**config.mk**
```make
export PLATFORM = sky130hd
export DESIGN_NAME = sacs_sequencer
export DESIGN_NICKNAME = d
export VERILOG_FILES = /design/src/sacs_pkg.sv /design/src/sacs_sar.sv /design/src/sacs_sequencer.sv
export VERILOG_INCLUDE_DIRS = /design/src /design/src/src
export SDC_FILE = /design/constraint.sdc
export NUM_CORES = 1
export LEC_CHECK = 0
export BUFFER_PORTS_ARGS = -buffer_cell sky130_fd_sc_hd__buf_2
export CAP_MARGIN = 40
export CORE_MARGIN = 2
export CORE_UTILIZATION = 30
export DETAILED_ROUTE_END_ITERATION = 16
export PLACE_DENSITY = 0.53
export SYNTH_ARGS = -nofsm -noshare
export SYNTH_HDL_FRONTEND = slang
export SYNTH_SLANG_ARGS = --single-unit
```
**constraint.sdc**
```tcl
create_clock -name mclk -period 2.15 [get_ports mclk]
set_input_delay 0 -clock mclk [delete_from_list [all_inputs] [get_ports mclk]]
set_output_delay 0 -clock mclk [all_outputs]
set_load 0.01 [all_outputs]
```
**src/sacs_defs.svh**
```systemverilog
// timing counts, field positions and reset values of the converter sequencer
`ifndef SACS_DEFS_SVH
`define SACS_DEFS_SVH
`define SACS_CLK_NS 20
`define SACS_SAMPLE_CYC 4'h8
`define SACS_BIT_CYC 4'h9
`define SACS_SETTLE_US 14
`define SACS_SETTLE_CYC (((`SACS_SETTLE_US * 1000) + `SACS_CLK_NS - 1) / `SACS_CLK_NS)
`define SACS_MODE_RUN 7
`define SACS_MODE_HWTRG 6
`define SACS_MODE_EDGE_HI 2
`define SACS_MODE_EDGE_LO 1
`define SACS_MODE_CMPEN 0
`define SACS_MODE_RST 8'h00
`define SACS_CHAN_RST 3'h0
`define SACS_RESULT_RST 8'h00
`endif

```
**src/sacs_pkg.sv**
```systemverilog
// types of the converter sequencer
package sacs_pkg;
   typedef enum logic [1:0]
   {
      SACS_IDLE = 2'b00,
      SACS_WAIT_TRIG = 2'b01,
      SACS_SAMPLE = 2'b10,
      SACS_CONVERT = 2'b11
   } sacs_state_t;
endpackage

```
**src/sacs_sar.sv**
```systemverilog
// successive approximation register, one bit decided per step
`timescale 1ns/10ps
module sacs_sar
(
   input wire logic mclk,
   input wire logic reset_n,
   input wire logic start,
   input wire logic step,
   input wire logic comp_in,
   output logic [7:0] code,
   output logic done
);
   logic [7:0] mask;
   logic [7:0] next_code;
   logic [7:0] next_mask;

   always_comb
   begin
      next_code = code;
      next_mask = mask;
      if (start)
      begin
         next_code = 8'h80;
         next_mask = 8'h80;
      end
      else if (step && (mask != 8'h00))
      begin
         // drop the trial bit if the input is below the tap, then try the next one
         next_mask = mask >> 1;
         next_code = (comp_in ? code : (code & ~mask)) | next_mask;
      end
   end

   always_ff @(posedge mclk)
   begin
      if (!reset_n)
      begin
         code <= 8'h00;
         mask <= 8'h00;
      end
      else
      begin
         code <= next_code;
         mask <= next_mask;
      end
   end

   assign done = (mask == 8'h00);
endmodule

```
**src/sacs_sequencer.sv**
```systemverilog
// control and sequencing of the eight-input 8-bit successive approximation converter
// Operation
// - coinciding result read completes before result store
// - trigger edges ignored during conversion, store cycle included
// - mode/channel write wins, result and interrupt dropped
// - channel write leaves completion flag untouched
// - old channel may complete just before rewrite
// - about one tenth of period spent sampling
// - mode/channel write mid-conversion abandons the conversion, next step per mode in force
// - hardware trigger: one conversion per edge, rewrite waits
// - software start: continuous, rewrite restarts on new channel
// - clearing run bit stops conversion at once
`timescale 1ns/10ps
`include "sacs_defs.svh"
module sacs_sequencer
(
   input wire logic mclk,
   input wire logic reset_n,
   input wire logic mode_wr,
   input wire logic [7:0] mode_wdata,
   input wire logic chan_wr,
   input wire logic [2:0] chan_wdata,
   input wire logic result_rd,
   input wire logic flag_clr,
   input wire logic ext_trigger_input,
   input wire logic comp_in,
   output logic [7:0] converter_mode_reg,
   output logic [2:0] channel_select_reg,
   output logic [7:0] conversion_result_reg,
   output logic conversion_done_flag,
   output logic conversion_done_irq,
   output logic busy,
   output logic sample_en,
   output logic [7:0] dac_code,
   output logic comparator_settled
);
   sacs_pkg::sacs_state_t state;
   sacs_pkg::sacs_state_t next_state;
   logic [3:0] cnt;
   logic [3:0] next_cnt;
   logic [7:0] next_mode;
   logic [2:0] next_chan;
   logic [7:0] next_result;
   logic next_flag;
   logic next_irq;
   logic pend;
   logic next_pend;
   logic [7:0] pend_data;
   logic [7:0] next_pend_data;
   logic trig_prev;
   logic [9:0] settle_cnt;
   logic [9:0] next_settle_cnt;
   logic next_settled;
   logic next_busy;
   logic next_sample_en;
   logic sar_start;
   logic sar_step;
   logic sar_done;
   logic eoc;
   logic reg_wr;
   logic trig_edge;

   // state to enter after a register write, given the mode value in force
   function automatic sacs_pkg::sacs_state_t start_state(input logic [7:0] mode);
      if (!mode[`SACS_MODE_RUN])
         start_state = sacs_pkg::SACS_IDLE;
      else if (mode[`SACS_MODE_HWTRG])
         start_state = sacs_pkg::SACS_WAIT_TRIG;
      else
         start_state = sacs_pkg::SACS_SAMPLE;
   endfunction

   sacs_sar u_sar
   (
      .mclk(mclk),
      .reset_n(reset_n),
      .start(sar_start),
      .step(sar_step),
      .comp_in(comp_in),
      .code(dac_code),
      .done(sar_done)
   );

   assign reg_wr = mode_wr | chan_wr;
   assign eoc = (state == sacs_pkg::SACS_CONVERT) && sar_done;
   // edge select: 01 rising, 10 falling, 11 both, 00 none
   assign trig_edge = (converter_mode_reg[`SACS_MODE_EDGE_LO] && ext_trigger_input && !trig_prev)
      || (converter_mode_reg[`SACS_MODE_EDGE_HI] && !ext_trigger_input && trig_prev);

   always_comb
   begin
      next_state = state;
      next_cnt = cnt;
      next_mode = converter_mode_reg;
      next_chan = channel_select_reg;
      next_result = conversion_result_reg;
      next_flag = conversion_done_flag;
      next_irq = 1'b0;
      next_pend = 1'b0;
      next_pend_data = pend_data;
      sar_start = 1'b0;
      sar_step = 1'b0;
      case (state)
         sacs_pkg::SACS_IDLE:
            next_cnt = 4'h0;
         sacs_pkg::SACS_WAIT_TRIG:
         begin
            // edges are only looked at here, never while sampling or converting
            if (trig_edge)
            begin
               next_state = sacs_pkg::SACS_SAMPLE;
               next_cnt = 4'h0;
            end
         end
         sacs_pkg::SACS_SAMPLE:
         begin
            if (cnt == `SACS_SAMPLE_CYC - 4'h1)
            begin
               next_state = sacs_pkg::SACS_CONVERT;
               next_cnt = 4'h0;
               sar_start = 1'b1;
            end
            else
               next_cnt = cnt + 4'h1;
         end
         sacs_pkg::SACS_CONVERT:
         begin
            if (sar_done)
            begin
               next_cnt = 4'h0;
               if (converter_mode_reg[`SACS_MODE_HWTRG])
                  next_state = sacs_pkg::SACS_WAIT_TRIG;
               else
                  next_state = sacs_pkg::SACS_SAMPLE;
            end
            else if (cnt == `SACS_BIT_CYC - 4'h1)
            begin
               sar_step = 1'b1;
               next_cnt = 4'h0;
            end
            else
               next_cnt = cnt + 4'h1;
         end
         default:
            next_state = sacs_pkg::SACS_IDLE;
      endcase
      if (flag_clr)
         next_flag = 1'b0;
      if (eoc && !reg_wr)
      begin
         if (result_rd)
         begin
            // the read sees the old value; the store follows next cycle
            next_pend = 1'b1;
            next_pend_data = dac_code;
         end
         else
         begin
            next_result = dac_code;
            next_flag = 1'b1;
            next_irq = 1'b1;
         end
      end
      if (pend && !reg_wr)
      begin
         next_result = pend_data;
         next_flag = 1'b1;
         next_irq = 1'b1;
      end
      if (mode_wr)
      begin
         next_mode = mode_wdata;
         next_state = start_state(mode_wdata);
         next_cnt = 4'h0;
      end
      if (chan_wr)
      begin
         // the completion flag is deliberately not touched here
         next_chan = chan_wdata;
         if (state != sacs_pkg::SACS_IDLE)
         begin
            next_state = start_state(next_mode);
            next_cnt = 4'h0;
         end
      end
   end

   always_ff @(posedge mclk)
   begin
      if (!reset_n)
      begin
         state <= sacs_pkg::SACS_IDLE;
         cnt <= 4'h0;
         converter_mode_reg <= `SACS_MODE_RST;
         channel_select_reg <= `SACS_CHAN_RST;
         conversion_result_reg <= `SACS_RESULT_RST;
         conversion_done_flag <= 1'b0;
         conversion_done_irq <= 1'b0;
         pend <= 1'b0;
         pend_data <= 8'h00;
      end
      else
      begin
         state <= next_state;
         cnt <= next_cnt;
         converter_mode_reg <= next_mode;
         channel_select_reg <= next_chan;
         conversion_result_reg <= next_result;
         conversion_done_flag <= next_flag;
         conversion_done_irq <= next_irq;
         pend <= next_pend;
         pend_data <= next_pend_data;
      end
   end

   always_comb
   begin
      next_busy = (next_state == sacs_pkg::SACS_SAMPLE) || (next_state == sacs_pkg::SACS_CONVERT);
      next_sample_en = (next_state == sacs_pkg::SACS_SAMPLE);
      next_settle_cnt = settle_cnt;
      // settling time after comparator enable, shown for software to poll
      if (!converter_mode_reg[`SACS_MODE_CMPEN])
         next_settle_cnt = 10'h000;
      else if (settle_cnt != 10'(`SACS_SETTLE_CYC))
         next_settle_cnt = settle_cnt + 10'h001;
      next_settled = (next_settle_cnt == 10'(`SACS_SETTLE_CYC));
   end

   always_ff @(posedge mclk)
   begin
      if (!reset_n)
      begin
         trig_prev <= 1'b0;
         busy <= 1'b0;
         sample_en <= 1'b0;
         settle_cnt <= 10'h000;
         comparator_settled <= 1'b0;
      end
      else
      begin
         trig_prev <= ext_trigger_input;
         busy <= next_busy;
         sample_en <= next_sample_en;
         settle_cnt <= next_settle_cnt;
         comparator_settled <= next_settled;
      end
   end
endmodule

```
==> impl_metrics.env <==
export IMPL_first_pass_grt_wire_length_mm=11.68
export IMPL_slew_limit_headroom=0.5430
export IMPL_critical_path_cell_chain="ha_2 > a31oi_1 > a2111oi_1 > o2111ai_1 > a2111oi_2"
export IMPL_largest_register_ffs=10
export IMPL_seqCellArea_um2=1321
export IMPL_netlist_cell_type_count=54
export IMPL_synth_top_cell_area_share=0.4289
export IMPL_final_min_clock_period_ps=1956
export IMPL_tritoncts_clock_tree="done"
export IMPL_synth_simple_gate_area_frac=0.2076
export IMPL_vert_die_dim_um=105.3
export IMPL_synth_main_ff_cell="dfxtp_1"
export IMPL_post_cts_repair_setup_buffers=0
export IMPL_syn_nets=350
export IMPL_finalSetupViolCount=0
export IMPL_async_set_reset_flop_share_out_of_synthesis=0
export IMPL_post_place_cells=499
export IMPL_antenna_diode_count=0
export IMPL_congestion_overflow_gr=0
export IMPL_rows=36
export IMPL_drtAntennaViolNets=0
export IMPL_multi_input_comb_area_um2=1605
export IMPL_tightest_slew_ps=680.4
export IMPL_post_route_drc_count=0
export IMPL_drt_total_wl_mm=6.991
export IMPL_layout_cells_most_common_list="dfxtp_1, buf_2, nor2_1, nand2_1, mux2i_1"
export IMPL_synthXorXnorAreaFrac=0.01137
export IMPL_layout_cells_most_common="dfxtp_1"
export IMPL_clockRootBuffer="clkbuf_8"
export IMPL_viasPerCell=4.831
export IMPL_final_layout_size_suffix_gt1_frac=0.2437
export IMPL_syn_area_per_cell_um2=9.420
export IMPL_endpoint_kind="flop"
export IMPL_clk_pin_slew_worst_paths_ps=70
export IMPL_dp_hpwl_mm=4.798
export IMPL_mappedNetlistArea_um2=3080
export IMPL_nNetsFinal=416
export IMPL_worstPathRequired_ps=2390
export IMPL_largest_family_of_logic_cells_by_synthesized_area="simple AND/OR/NAND/NOR gates"
export IMPL_dpl_cell_area_um2=3468
export IMPL_grt_util_all_layers=0.1310
export IMPL_syn_to_final_growth_pct=26.77
export IMPL_synthMuxAreaShare=0.09748
export IMPL_effective_utilization_at_floorplan=0.3123
export IMPL_power_leakage_nw=1.561
export IMPL_postSynthCellCount=327
export IMPL_synth_seq_area_share=0.4289
export IMPL_layoutNonFillerInstCount=531
export IMPL_cts_htree_levels=3
export IMPL_yosys_area_top_type="dfxtp_1"
export IMPL_largest_register="settle_cnt"
export IMPL_stdcell_area_um2=3905
export IMPL_wl_per_cell_um=13.17
export IMPL_fillerInstances=959
export IMPL_grt_setup_unrepaired="false"
export IMPL_synth_compound_gate_area_share=0.1832
export IMPL_worstSetupStartpointType="flop"
export IMPL_number_of_clock_buffers_inserted_by_tritoncts=9
export IMPL_floorplan_io_pins=51
export IMPL_largest_delay_share_family_worst_path="compound AO/OA/AOI/OAI gates"
export IMPL_number_of_antenna_violations_at_the_first_check_in_global_routing=0
export IMPL_synth_edff_count=0
export IMPL_max_root_sink_buffers=2
export IMPL_hold_path_class="in2reg"
export IMPL_cts_sink_count=66
export IMPL_finalCritPeriodShare=0.9096
export IMPL_cp_slowest_stage_delay_ps=480
export IMPL_slew_viol_final=0
export IMPL_peakVddDrop_mv=0.3190
export IMPL_gp_congestion=0.8375
export IMPL_die_area_um2=11090
export IMPL_pin_count_of_the_biggest_net_entering_global_routing=39
export IMPL_grt_pass1_vias=2422
export IMPL_clock_skew_final_ps=7.945
export IMPL_clkLatencyLatePin_ps=340
export IMPL_maximum_frequency_from_static_timing_analysis_mhz=511.4
export IMPL_die_w_um=105.3
export IMPL_setup_cp_type="reg2reg"
export IMPL_max_cap_violations=0
export IMPL_setup_reg_to_reg_worst_slack_ps=190
export IMPL_timing_critical_path_fanout_max=10
export IMPL_drt_iter0_markers=102
export IMPL_ys_ff_latch=66
export IMPL_netlist_top_cells_area="dfxtp_1, mux2i_1, nor2_1"
export IMPL_io_buffer_count=50
export IMPL_holdWs_ps=82.61
export IMPL_hold_violations=0
export IMPL_worstPathArrival_ps=2200
export IMPL_outcome="finished clean"
export IMPL_totalNegativeSetupSlack_ps=0
export IMPL_yosysWarningCount=0
export IMPL_cpMaxStageDelayCell="dfxtp_1"
export IMPL_detailedRoute_firstPassIterationCount=4
export IMPL_power_per_cell_area_nw_per_um2=706.9
export IMPL_worst_path_buf_inv=0
export IMPL_yosys_area_share_adder=0.01625
export IMPL_placeableCoreArea_um2=9864
export IMPL_via_count=2565
## logic make-up (layout without fill, tap and decap cells)
family / after synthesis / in the layout
AOI/OAI and AO/OA: 69 / 69
xor gates and xnor gates: 4 / 4
adders and majority gates: 4 / 4
buffers and inverters: 34 / 105
DFF: 66 / 66
muxes: 30 / 30
and+or+nand+nor: 120 / 120
## worst paths after layout
kind | from | end | cells after the start
setup / recovery | settle_cnt[0] | comparator_settled | 5
hold / removal | chan_wr | channel_select_reg[1] | 3
setup reg to reg | settle_cnt[0] | comparator_settled | 5
hold reg to reg | conversion_done_flag | conversion_done_flag | 2
## metrics by stage
stage | worst slack, ps | util | total power, mW
final | 194.4 | 0.3959 | 2.760
after global routing | 4.127 | 0.3959 | 2.870
after CTS | 48.13 | 0.3947 | 2.807
after detailed placement | 84.59 | 0.3516 | 1.399
after global placement | 209.5 | 0.3516 | 1.397
after floorplan | 457.4 | - | 1.350
## per-layer routing
| layer | vias to the layer above | global-route usage | wire, um |
|---|---|---|---|
| met5 | - | 0 | 0 |
| met2 | 55 | 0.2037 | 3359 |
| met1 | 1200 | 0.1711 | 3210 |
| met3 | 6 | 0.03525 | 337 |
| li1 | 1304 | - | - |
| met4 | 0 | 0.05429 | 84 |
## Yosys cell counts, types with 4 or more instances
cell type,number
a211oi_2,9
a21oi_1,23
a311oi_1,6
and2_1,6
and3_1,4
buf_1,4
buf_2,9
clkbuf_1,5
dfxtp_1,66
ha_1,4
inv_1,13
mux2i_1,30
nand2_1,33
nand3_1,4
nand3b_1,4
nand4_1,5
nor2_1,41
nor3_1,6
o21ai_0,4
## cell type report
class	count	share of cell area
well taps	133	0.04261
multi-input cells	227	0.4111
inverters	13	0.01250
repair buffers	76	0.1275
clock buffers	9	0.03172
flip-flops and latches	66	0.3384
clock inverters	7	0.03621
## worst reg2reg max path, delay by kind of cell (launching register included)
kind,cells,cell delay [ps]
adder cells (fa/ha/maj),1,350
AO/OA/AOI/OAI,4,1020
flip-flops,1,480
## what timing repair did
item | 4_1_cts | 5_1_grt
setup endpoints to repair | 0 | 3
endpoints found under the hold margin | 16 | 0
hold buffers | 16 | 0
resized for setup | 0 | 3
## where the power goes
| part | internal (mW) | total [mW] | switching (mW) | leakage (nW) |
|---|---|---|---|---|
| logic | 0.0672 | 0.140 | 0.0728 | 0.898 |
| registers | 1.24 | 1.25 | 0.0147 | 0.534 |
| clock network | 0.887 | 1.37 | 0.480 | 0.129 |
| total | 2.19 | 2.76 | 0.568 | 1.56 |
Note: power is estimated with default switching activity, not from simulation.
